`config.mk`:
```
export PLATFORM = sky130hd
export DESIGN_NAME = gtc_core
export DESIGN_NICKNAME = d
export VERILOG_FILES = /design/src/rtl/gtc_pkg.sv /design/src/rtl/gtc_core.sv /design/src/rtl/gtc_edge.sv
export SDC_FILE = /design/constraint.sdc
export NUM_CORES = 1
export LEC_CHECK = 0
export BUFFER_PORTS_ARGS = -buffer_cell sky130_fd_sc_hd__buf_4
export CAP_MARGIN = 10
export CORE_ASPECT_RATIO = 0.6
export CORE_UTILIZATION = 58
export DETAILED_ROUTE_END_ITERATION = 10
export GPL_TIMING_DRIVEN = 0
export MAX_ROUTING_LAYER = met4
export PLACE_DENSITY = 0.81
export SETUP_SLACK_MARGIN = 0.2
export SYNTH_ARGS = -nofsm -noshare
export SYNTH_HDL_FRONTEND = slang
export SYNTH_HIERARCHICAL = 1
export SYNTH_SLANG_ARGS = --single-unit
```
`constraint.sdc`:
```
create_clock -name I_MCLK -period 4.45 [get_ports I_MCLK]
set_input_delay 0.89 -clock I_MCLK [delete_from_list [all_inputs] [get_ports I_MCLK]]
set_output_delay 0.89 -clock I_MCLK [all_outputs]
set_load 0.03 [all_outputs]
```
`src/rtl/gtc_pkg.sv`:
```
package gtc_pkg;

  // Register byte offsets
  localparam logic [7:0] CTRL0_OFS  = 8'h00;  // control_reg_zero
  localparam logic [7:0] CTRL1_OFS  = 8'h04;  // control_reg_one
  localparam logic [7:0] SMCFG_OFS  = 8'h08;  // slave_mode_config_reg
  localparam logic [7:0] FLAG_OFS   = 8'h10;  // interrupt_flag_reg
  localparam logic [7:0] SWEVG_OFS  = 8'h14;  // soft_event_gen_reg
  localparam logic [7:0] CNT_OFS    = 8'h24;
  localparam logic [7:0] PRE_OFS    = 8'h28;  // prescale_reg
  localparam logic [7:0] CAR_OFS    = 8'h2c;  // reload_reg

  // Field positions
  localparam int RUN_BIT    = 0;
  localparam int NOUPD_BIT  = 1;
  localparam int DIR_BIT    = 4;
  localparam int CAM_LSB    = 5;
  localparam int SMS_LSB    = 0;
  localparam int TRG_LSB    = 4;
  localparam int EC1_BIT    = 14;
  localparam int UPF_BIT    = 0;
  localparam int SUPD_BIT   = 0;
  localparam int EDGE_BIT   = 8;

  // Reset values
  localparam logic [15:0] CAR_RST = 16'hffff;
  localparam logic [15:0] PRE_RST = 16'h0000;
  localparam logic [15:0] CNT_RST = 16'h0000;

  // Slave mode and trigger codes
  localparam logic [2:0] SMS_INTERNAL = 3'h0;
  localparam logic [2:0] SMS_EXTCLK0  = 3'h7;
  localparam logic [2:0] TRG_EXT      = 3'h7;

  // Source chosen for the prescaler input
  typedef enum {SRC_KERNEL, SRC_TRIGGER, SRC_EXT} gtc_src_type;

  // Bus request carrier
  typedef struct packed {
    logic        wr;
    logic [7:0]  addr;
  } gtc_req_type;

endpackage

```
`src/rtl/gtc_core.sv`:
```
// The AHB-Lite register port and the register offsets were decided locally.
`timescale 1ns/1ns
module gtc_core (
  // Clock and reset
  input  wire logic        I_MCLK,
  input  wire logic        I_RST,
  // AHB-Lite slave
  input  wire logic        I_HSEL,
  input  wire logic [31:0] I_HADDR,
  input  wire logic [1:0]  I_HTRANS,
  input  wire logic        I_HWRITE,
  input  wire logic [2:0]  I_HSIZE,
  input  wire logic [31:0] I_HWDATA,
  input  wire logic        I_HREADY,
  output logic [31:0]      O_HRDATA,
  output logic             O_HREADYOUT,
  output logic             O_HRESP,
  // Alternate clock sources
  input  wire logic [3:0]  I_INTERNAL_TRIGGER_IN,
  input  wire logic        I_CHANNEL_PIN_ZERO,
  input  wire logic        I_CHANNEL_PIN_ONE,
  input  wire logic        I_EXT_TRIGGER_INPUT,
  // Status out
  output logic             O_UPDATE_PULSE,
  output logic [15:0]      O_COUNT
);

  // Software-visible state, shadows, divider and bus capture
  logic        counter_run_enable_r;
  logic        update_disable_r;
  logic        dir_r;
  logic [1:0]  center_align_select_r;
  logic [2:0]  slave_mode_select_r;
  logic [2:0]  trigger_source_select_r;
  logic        ext_clock_mode1_enable_r;
  logic        chan_falling_r;
  logic        update_flag_r;
  logic [15:0] prescale_value_r;
  logic [15:0] auto_reload_value_r;
  logic [15:0] prescale_active_r;
  logic [15:0] car_active_r;
  logic [15:0] cnt_r;
  logic [15:0] div_r;
  gtc_pkg::gtc_req_type req_r;
  logic        req_valid_r;

  // Bus write decode
  logic        wr_en;
  logic        soft_update_generate;
  logic [31:0] wd;
  assign wd = I_HWDATA;
  assign wr_en = req_valid_r & req_r.wr;
  assign soft_update_generate = wr_en && req_r.addr == gtc_pkg::SWEVG_OFS && wd[gtc_pkg::SUPD_BIT];

  // Address phase capture
  always_ff @(posedge I_MCLK) begin
    if (I_RST) begin
      req_valid_r <= 1'b0;
      req_r       <= '0;
    end else begin
      req_valid_r <= I_HSEL & I_HREADY & I_HTRANS[1];
      req_r.wr    <= I_HWRITE;
      req_r.addr  <= {I_HADDR[7:2], 2'b00};
    end
  end

  // Slave always ready, always OKAY
  assign O_HREADYOUT = 1'b1;
  assign O_HRESP     = 1'b0;

  // Trigger-edge detectors on each source
  logic [3:0] iti_pulse;
  logic       ch0_rise;
  logic       ch0_fall;
  logic       ch1_rise;
  logic       ch1_fall;
  logic       ext_rise;

  genvar gi;
  generate
    for (gi = 0; gi < 4; gi++) begin : g_iti
      gtc_edge u_iti (
        .i_clk   (I_MCLK),
        .i_rst   (I_RST),
        .i_level (I_INTERNAL_TRIGGER_IN[gi]),
        .o_pulse (iti_pulse[gi])
      );
    end
  endgenerate

  gtc_edge u_ch0r (.i_clk(I_MCLK), .i_rst(I_RST), .i_level(I_CHANNEL_PIN_ZERO), .o_pulse(ch0_rise));
  gtc_edge u_ch0f (.i_clk(I_MCLK), .i_rst(I_RST), .i_level(~I_CHANNEL_PIN_ZERO), .o_pulse(ch0_fall));
  gtc_edge u_ch1r (.i_clk(I_MCLK), .i_rst(I_RST), .i_level(I_CHANNEL_PIN_ONE), .o_pulse(ch1_rise));
  gtc_edge u_ch1f (.i_clk(I_MCLK), .i_rst(I_RST), .i_level(~I_CHANNEL_PIN_ONE), .o_pulse(ch1_fall));
  gtc_edge u_ext (.i_clk(I_MCLK), .i_rst(I_RST), .i_level(I_EXT_TRIGGER_INPUT), .o_pulse(ext_rise));

  // Pulse selected by trigger source code
  function automatic logic trig_pulse(input logic [2:0] sel, input logic [3:0] iti,
                                      input logic c0, input logic c1, input logic ext);
    logic p;
    p = 1'b0;
    case (sel)
      3'h0, 3'h1, 3'h2, 3'h3: p = iti[sel[1:0]];
      3'h4:    p = c0 | c1;
      3'h5:    p = c0;
      3'h6:    p = c1;
      default: p = ext;
    endcase
    return p;
  endfunction

  // Clock source selection
  gtc_pkg::gtc_src_type src;
  logic ch0_edge;
  logic ch1_edge;
  logic timer_tick;
  assign ch0_edge = chan_falling_r ? ch0_fall : ch0_rise;
  assign ch1_edge = chan_falling_r ? ch1_fall : ch1_rise;

  always_comb begin
    if (ext_clock_mode1_enable_r) begin
      src = gtc_pkg::SRC_EXT;
    end else if (slave_mode_select_r == gtc_pkg::SMS_INTERNAL) begin
      src = gtc_pkg::SRC_KERNEL;
    end else if (slave_mode_select_r[2] && slave_mode_select_r != gtc_pkg::SMS_EXTCLK0) begin
      src = gtc_pkg::SRC_KERNEL;
    end else begin
      src = gtc_pkg::SRC_TRIGGER;
    end
  end

  // One prescaler input tick per selected event
  always_comb begin
    case (src)
      gtc_pkg::SRC_KERNEL: timer_tick = 1'b1;
      gtc_pkg::SRC_EXT:    timer_tick = ext_rise;
      default:             timer_tick = trig_pulse(trigger_source_select_r, iti_pulse,
                                                   ch0_edge, ch1_edge, ext_rise);
    endcase
  end

  // Prescaler divide counter
  logic cnt_tick;
  logic center;
  logic ovf_evt;
  logic udf_evt;
  logic upd_evt;
  assign center   = center_align_select_r != 2'b00;
  assign cnt_tick = counter_run_enable_r && timer_tick && div_r == prescale_active_r;

  always_ff @(posedge I_MCLK) begin
    if (I_RST) begin
      div_r <= 16'h0000;
    end else if (soft_update_generate && !update_disable_r) begin
      div_r <= 16'h0000;
    end else if (counter_run_enable_r && timer_tick) begin
      div_r <= cnt_tick ? 16'h0000 : div_r + 16'h0001;
    end  // Otherwise holds
  end

  // Overflow and underflow detection on the counter tick
  always_comb begin
    ovf_evt = 1'b0;
    udf_evt = 1'b0;
    if (cnt_tick) begin
      if (center) begin
        ovf_evt = !dir_r && cnt_r == car_active_r - 16'h0001;
        udf_evt = dir_r && cnt_r == 16'h0001;
      end else if (!dir_r) begin
        ovf_evt = cnt_r == car_active_r;
      end else begin
        udf_evt = cnt_r == 16'h0000;
      end
    end
  end
  assign upd_evt = !update_disable_r && (ovf_evt || udf_evt || soft_update_generate);
  assign O_UPDATE_PULSE = upd_evt;

  // Counter
  always_ff @(posedge I_MCLK) begin
    if (I_RST) begin
      cnt_r <= gtc_pkg::CNT_RST;
    end else if (soft_update_generate && !update_disable_r) begin
      cnt_r <= (!center && dir_r) ? auto_reload_value_r : 16'h0000;
    end else if (wr_en && req_r.addr == gtc_pkg::CNT_OFS) begin
      cnt_r <= wd[15:0];
    end else if (cnt_tick) begin
      if (center) begin
        cnt_r <= dir_r ? cnt_r - 16'h0001 : cnt_r + 16'h0001;
      end else if (!dir_r) begin
        cnt_r <= (cnt_r == car_active_r) ? 16'h0000 : cnt_r + 16'h0001;
      end else begin
        cnt_r <= (cnt_r == 16'h0000) ? car_active_r : cnt_r - 16'h0001;
      end
    end  // Otherwise holds
  end
  assign O_COUNT = cnt_r;

  // Direction: software in edge modes, hardware in center mode
  always_ff @(posedge I_MCLK) begin
    if (I_RST) begin
      dir_r <= 1'b0;
    end else if (center) begin
      if (soft_update_generate && !update_disable_r) begin
        dir_r <= 1'b0;  // Restart upward from zero
      end else if (cnt_tick && !dir_r && cnt_r == car_active_r - 16'h0001) begin
        dir_r <= 1'b1;
      end else if (cnt_tick && dir_r && cnt_r == 16'h0001) begin
        dir_r <= 1'b0;
      end
    end else if (wr_en && req_r.addr == gtc_pkg::CTRL0_OFS) begin
      dir_r <= wd[gtc_pkg::DIR_BIT];
    end
  end

  // Shadow registers load on update
  always_ff @(posedge I_MCLK) begin
    if (I_RST) begin
      prescale_active_r <= gtc_pkg::PRE_RST;
      car_active_r      <= gtc_pkg::CAR_RST;
    end else if (upd_evt) begin
      prescale_active_r <= prescale_value_r;
      car_active_r      <= auto_reload_value_r;
    end
  end

  // Update flag: set wins over a software clear
  always_ff @(posedge I_MCLK) begin
    if (I_RST) begin
      update_flag_r <= 1'b0;
    end else if (upd_evt) begin
      update_flag_r <= 1'b1;
    end else if (wr_en && req_r.addr == gtc_pkg::FLAG_OFS && !wd[gtc_pkg::UPF_BIT]) begin
      update_flag_r <= 1'b0;
    end
  end

  // Control and preload register writes
  always_ff @(posedge I_MCLK) begin
    if (I_RST) begin
      counter_run_enable_r     <= 1'b0;
      update_disable_r         <= 1'b0;
      center_align_select_r    <= 2'b00;
      slave_mode_select_r      <= gtc_pkg::SMS_INTERNAL;
      trigger_source_select_r  <= 3'h0;
      ext_clock_mode1_enable_r <= 1'b0;
      chan_falling_r           <= 1'b0;
      prescale_value_r         <= gtc_pkg::PRE_RST;
      auto_reload_value_r      <= gtc_pkg::CAR_RST;
    end else if (wr_en) begin
      if (req_r.addr == gtc_pkg::CTRL0_OFS) begin
        counter_run_enable_r  <= wd[gtc_pkg::RUN_BIT];
        update_disable_r      <= wd[gtc_pkg::NOUPD_BIT];
        center_align_select_r <= wd[gtc_pkg::CAM_LSB +: 2];
      end else if (req_r.addr == gtc_pkg::SMCFG_OFS) begin
        slave_mode_select_r      <= wd[gtc_pkg::SMS_LSB +: 3];
        trigger_source_select_r  <= wd[gtc_pkg::TRG_LSB +: 3];
        ext_clock_mode1_enable_r <= wd[gtc_pkg::EC1_BIT];
        chan_falling_r           <= wd[gtc_pkg::EDGE_BIT];
      end else if (req_r.addr == gtc_pkg::PRE_OFS) begin
        prescale_value_r <= wd[15:0];
      end else if (req_r.addr == gtc_pkg::CAR_OFS) begin
        auto_reload_value_r <= wd[15:0];
      end
    end
  end

  // Read data, registered at the address phase
  logic [31:0] rd_nxt;
  always_comb begin
    rd_nxt = 32'h0000_0000;
    if (I_HADDR[7:0] == gtc_pkg::CTRL0_OFS) begin
      rd_nxt[gtc_pkg::RUN_BIT]        = counter_run_enable_r;
      rd_nxt[gtc_pkg::NOUPD_BIT]      = update_disable_r;
      rd_nxt[gtc_pkg::DIR_BIT]        = dir_r;
      rd_nxt[gtc_pkg::CAM_LSB +: 2]   = center_align_select_r;
    end else if (I_HADDR[7:0] == gtc_pkg::SMCFG_OFS) begin
      rd_nxt[gtc_pkg::SMS_LSB +: 3]   = slave_mode_select_r;
      rd_nxt[gtc_pkg::TRG_LSB +: 3]   = trigger_source_select_r;
      rd_nxt[gtc_pkg::EC1_BIT]        = ext_clock_mode1_enable_r;
      rd_nxt[gtc_pkg::EDGE_BIT]       = chan_falling_r;
    end else if (I_HADDR[7:0] == gtc_pkg::FLAG_OFS) begin
      rd_nxt[gtc_pkg::UPF_BIT]        = update_flag_r;
    end else if (I_HADDR[7:0] == gtc_pkg::CNT_OFS) begin
      rd_nxt[15:0] = cnt_r;
    end else if (I_HADDR[7:0] == gtc_pkg::PRE_OFS) begin
      rd_nxt[15:0] = prescale_value_r;
    end else if (I_HADDR[7:0] == gtc_pkg::CAR_OFS) begin
      rd_nxt[15:0] = auto_reload_value_r;
    end
  end

  always_ff @(posedge I_MCLK) begin
    if (I_RST) begin
      O_HRDATA <= 32'h0000_0000;
    end else if (I_HSEL && I_HREADY && I_HTRANS[1] && !I_HWRITE) begin
      O_HRDATA <= rd_nxt;
    end
  end
endmodule

```
`src/rtl/gtc_edge.sv`:
```
`timescale 1ns/1ns
// Rising-edge detector producing a single-cycle pulse
module gtc_edge (
  // Clock and reset
  input  wire logic i_clk,
  input  wire logic i_rst,
  // Level in, pulse out
  input  wire logic i_level,
  output logic      o_pulse
);
  logic prev_r;

  // Previous level
  always_ff @(posedge i_clk) begin
    if (i_rst) begin
      prev_r <= i_level;  // Track the line so no false edge follows reset
    end else begin
      prev_r <= i_level;
    end
  end

  assign o_pulse = i_level & ~prev_r & ~i_rst;
endmodule

```
; ---- Yosys cells after proc, flatten, opt, wreduce, memory -nomap -nowiden
; Cells that the tools add are included.
[word_totals]
regBits = 145
input_bits = 81
elab_cells = 189
[op_classes]
add_sub_neg = 4
n_lt_le_gt_ge = 1
eq_ne = 24
mux = 49
bitwise = 37
n_reduce_logical = 45
[op_table]
columns = op, count
row1 = two-way mux 16 bit, 13
row2 = == test 16 bit, 3
row3 = == test 8 x 6 -> 1 bit (second input constant), 6
row4 = adder 16 x 1 -> 16 bit (second input constant), 2
row5 = == test 32 x 2 -> 1 bit (second input constant), 1
row6 = zero test 32 bit, 1
row7 = subtractor 16 x 1 -> 16 bit (second input constant), 2
row8 = == test 8 x 5 -> 1 bit (second input constant), 3
row9 = two-way mux 1 bit, 24
row10 = bitwise AND 1 bit, 21
row11 = logical AND 1 bit, 21
row12 = == test 16 x 1 -> 1 bit (second input constant), 1
row13 = == test 8 x 4 -> 1 bit (second input constant), 2
row14 = zero test 16 bit, 1
row15 = zero test 8 bit, 2
row16 = two-way mux 15 bit, 1
row17 = NOT 1 bit, 15
row18 = == test 3 bit (second input constant), 3
row19 = two-way mux 3 bit, 3
row20 = two-way mux 9 bit, 1
row21 = == test 3 x 2 -> 1 bit (second input constant), 2
row22 = zero test 3 bit, 2
row23 = two-way mux 2 bit, 3
row24 = nonzero test 2 bit, 3
row25 = other kinds (18), 24

; ---- Depth between registers and ports, before layout
[logic_depth]
word_depth = 15
depth_mapped = 13

; ---- By module
; The synthesis kept the hierarchy.
[by_module_without_submodules]
columns = mod, n_inst, cells_each, area_per_inst_um2, seq_area_each_um2
row1 = gtc_core, 1, 992, 8162.8, 2682.6
row2 = gtc_edge, 9, 2, 32.5, 20.0

; ---- Least setup slack after synthesis
; OpenSTA, ideal clock, no wires.
[synth_timing]
kind = input -> output
start = in I_INTERNAL_TRIGGER_IN[3]
end = out O_UPDATE_PULSE
arrival_ns = 2.921
t_required_ns = 3.560
slack_ns = 0.639
path_stages = 9
n_path_buf = 2
path_cell_list = nor3b_2 -> mux4_2 -> o41ai_1 -> nor4_1 -> or2_0 -> clkbuf_1 -> clkbuf_1 -> o21ai_0 -> inv_1
[synth_between]
elab_chain_len = 12
[synth_rtl]
columns = item, line_no
row1 = start: declaration, gtc_core.sv:19  ; input wire logic [3:0] I_INTERNAL_TRIGGER_IN,
row2 = bitwise AND 1 bit (*) (2 in series), gtc_edge.sv:22  ; assign o_pulse = i_level & ~prev_r & ~i_rst;
row3 = binary-select mux 1 bit (select 2 bit) (*), gtc_core.sv:103  ; 3'h0, 3'h1, 3'h2, 3'h3: p = iti[sel[1:0]];
row4 = two-way mux 1 bit (not written as such) (*), gtc_core.sv:103
row5 = one-hot mux 1 bit (4 select lines) (*), gtc_core.sv:102  ; case (sel)
row6 = one-hot mux 1 bit (2 select lines) (*), gtc_core.sv:134  ; case (src)
row7 = logical AND 1 bit (*) (2 in series), gtc_core.sv:149  ; assign cnt_tick = counter_run_enable_r && timer_tick && div_r == prescale_active_r;
row8 = two-way mux 1 bit, gtc_core.sv:165  ; if (cnt_tick) begin
row9 = logical OR 1 bit (*) (2 in series), gtc_core.sv:176  ; assign upd_evt = !update_disable_r && (ovf_evt || udf_evt || soft_update_generate);
row10 = logical AND 1 bit (*), gtc_core.sv:176
row11 = end: declaration, gtc_core.sv:24  ; output logic O_UPDATE_PULSE,
; Mark *: on every way between the ends. The rest lies on a longest branch, timed or not. The select of a mux whose other input is x is not followed.

; ---- Worst setup path in the final report
[layout_timing]
start = reg cnt_r[0] (netlist: O_COUNT[0])
end = out O_UPDATE_PULSE
[layout_between]
elab_chain_len = 7
[layout_rtl]
columns = item, line_no
row1 = start: declaration, gtc_core.sv:42  ; logic [15:0] cnt_r;
row2 = start signal: assignment, gtc_core.sv:182  ; cnt_r <= gtc_pkg::CNT_RST;
row3 = start signal: assignment, gtc_core.sv:184  ; cnt_r <= (!center && dir_r) ? auto_reload_value_r : 16'h0000;
row4 = start signal: assignment, gtc_core.sv:186  ; cnt_r <= wd[15:0];
row5 = "== test 16 bit, or another cell as far along", gtc_core.sv:170  ; ovf_evt = cnt_r == car_active_r;
row6 = "two-way mux 1 bit, or another cell as far along", gtc_core.sv:169  ; end else if (!dir_r) begin
row7 = two-way mux 1 bit, gtc_core.sv:166  ; if (center) begin
row8 = two-way mux 1 bit, gtc_core.sv:165
row9 = logical OR 1 bit (*) (2 in series), gtc_core.sv:176
row10 = logical AND 1 bit (*), gtc_core.sv:176
; Mark *: on every way between the ends. The rest lies on a longest branch, timed or not.

==> metrics <==
Root Buffer clkbuf_16; asr flop ratio synth 0%; sequential share of the synthesized area between 30% and 40%; Post-Syn Instances around 1000; Fmax between 200 and 250 MHz; status finished with violations; core area 0.0140 mm²; post-route cell area around 0.01 mm²; synth unique cells 85; footprint of the multi-input gates just over 0.005 mm²; WHS between 0.4 and 0.5 ns; DP HPWL about 25000 µm; WHS Path Cells 2; share of cells above drive strength 1 16.4%; Top Ports 132; TritonCTS clock tree built; Tmin final 4.15 ns; crit path max fanout 9; Reg-to-Reg Start O_COUNT[5]; ratio of total power to cell area 321 mW/mm²; DRT iter0 DRCs approximately 1700; synthesized area per cell 8.37 µm²; Worst-path clk slew 0.07 ns; final WL roughly 32000 µm; total power 3200 µW; crit path launch O_COUNT[0]; Sequential cell area roughly 0.0029 mm²; die width roughly 160 µm; first-pass GRT wire length 47900 µm; violated checks design-rule violations; top cell type by total area after synthesis dfxtp_1; Reg2Reg Depth 8; Routed Antenna Nets 0; final clock skew 0.0107 ns; number of global-route vias before repair 7820; CP startpoint kind flop; worst-margin pin slew 1.06 ns; # rows 33; fin crit share between 90% and 100%; hold_sp O_HRDATA[6]; number of flops mapped to enable cells by yosys 0; WS Path Type flop to primary output; post-route setup slack 0.303 ns; CP required roughly 3.6 ns; Num Clock Sinks about 140; die height 95.5 µm; fin. max-slew vios 0; Seq cells post-synth 143; leakage 0.00405 µW; Final Wtd Congestion 1.09; vias per cell between 6 and 7; Port Buffers 67; n_diodes 0; initial antenna violation count 0; via count 9065; Longest Clk Path Bufs 2; Nets 1203; layout overhead on the synthesized area 17.8%; die outline area approximately 0.015 mm²; H-tree depth 4; total global-route track usage 45.3%; ys flop type dfxtp_1; Setup Viol. Count Final 0; number of CTS-inserted buffers 17; Min-Delay Path Class flop to flop; CP Capture Type primary output; placed cell areas around 0.0093 mm²; Max Cap Viol 0; pre-CTS setup slack -0.291 ns; Synth Cell Area 0.00846 mm²; pin count of the biggest net entering global routing 17; crit path DAT ~3.3 ns; relative slew slack 28.4%; initial core utilization 60.6%; Clk Latency, worst-skew pair 0.43 ns; First-pass DRT Iterations 11; DR DRC count 1; endpoints failing hold 0; routed len/inst 24.5 µm; worst vdd ir 0.286 mV; GRT overflow 0; Synth area leaders dfxtp_1 34%, nand2_1 4.9%, xor2_1 4.2%; Fill cells 1141; Ys Warns 6; Post-Route Setup TNS 0 ns; post-synth top area share about 34%; unrepaired setup endpoints after global routing no
## cell families (layout without fill, tap and decap cells)
| kind of cell | Yosys count | after routing | synth area share, % |
|---|---|---|---|
| AOI/OAI and AO/OA | 263 | 263 | 24.4 |
| adders and majority gates | 7 | 7 | 1.01 |
| muxes | 41 | 41 | 5.13 |
| DFF | 143 | 143 | 33.9 |
| xor gates and xnor gates | 59 | 59 | 6.27 |
| other | 2 | 18 | 0.0888 |
| buffers and inverters | 123 | 226 | 6.63 |
| and+or+nand+nor | 372 | 372 | 22.6 |
## cell usage in the layout (no fill, tap or decap), types with 15 or more instances in the layout
| cell | count |
|---|---|
| a221o_1 | 20 |
| buf_2 | 15 |
| conb_1 | 18 |
| xor2_1 | 41 |
| clkbuf_1 | 59 |
| nor2_1 | 90 |
| xnor2_1 | 17 |
| buf_4 | 87 |
| inv_1 | 20 |
| mux2i_1 | 31 |
| dfxtp_1 | 142 |
| clkbuf_16 | 17 |
| a21oi_1 | 46 |
| nor3_1 | 22 |
| nand3_1 | 36 |
| o21ai_0 | 38 |
| nand2_1 | 110 |
| o2bb2ai_1 | 17 |
## path summary, 6_finish.rpt
check	endpoint	slack, ns
setup / recovery	O_UPDATE_PULSE	0.30
hold / removal	O_HRDATA[6]	0.45
setup reg to reg	O_COUNT[1]	0.55
hold reg to reg	O_HRDATA[6]	0.45
## timing repair
item                                    4_1_cts  5_1_grt
buffers inserted                              2        0
resized for setup                            10       12
hold buffers                                  0        0
endpoints found under the setup margin        1        1
pin swaps                                     0        0
## report_power, final
part | switching, µW | total (µW) | internal (µW)
registers | 45.6 | 1360 | 1310
clock network | 637 | 1480 | 844
logic | 229 | 360 | 131
## routing by layer
layer,GRT usage (%),wire (µm),up-vias
li1,-,-,3930
met1,65.3,13700,4213
met2,53.1,11300,821
met3,22.3,6510,101
met4,11.7,776,0
met5,-,0,-
## worst max-delay path: stages, from the launching register on
cell and delay [ns]:
dfxtp_1 0.40, clkbuf_1 0.47, xor2_1 0.18, nor4b_1 0.49
nand4_1 0.16, buf_4 0.20, o31ai_4 0.44, o21ai_2 0.22
inv_1 0.09, buf_4 0.15
## sequential cells by signal (all words and copies together) (netlist names), 2 cells and up
name and flops:
div_r 16, center_align_select_r 2, auto_reload_value_r 16, O_HRDATA 16, O_COUNT 16, prescale_active_r 16
slave_mode_select_r 3, g_iti.u_iti/prev_r 4, req_r 7, prescale_value_r 16, trigger_source_select_r 3, car_active_r 16
## layout make-up
class	instances	share of cell area (%)
timing repair buffer	71	5.32
clock buffer	17	4.27
buffer	102	4.90
sequential	143	28.7
inverter	21	0.791
clock inverter	15	1.75
multi-input combinational	760	51.8
tap	192	2.41
## cell usage after synthesis (8+ instances only)
cell type,n
nor4_1,15
buf_2,13
and3_1,11
nor2_1,90
a21oi_1,46
dfxtp_1,143
o21ai_0,39
nand2b_1,9
o2bb2ai_1,17
a22oi_1,14
o32a_1,14
nor3b_2,9
mux2_2,9
nor3_1,23
nand2_1,110
xnor2_1,17
o221a_1,14
clkbuf_1,64
xor2_1,41
inv_1,20
nor2b_1,13
nand4_1,12
o211ai_1,8
a221o_1,20
buf_4,18
mux2i_1,31
a22o_1,11
nand3_1,36
## stage by stage
stage               utilization, %  cells
global placement              66.3   1285
floorplan                        -   1026
finish                        71.4   1321
global route                  71.4   1321
CTS                           71.2   1320
detailed placement            66.4   1286
Note: power is estimated with default switching activity, not from simulation.
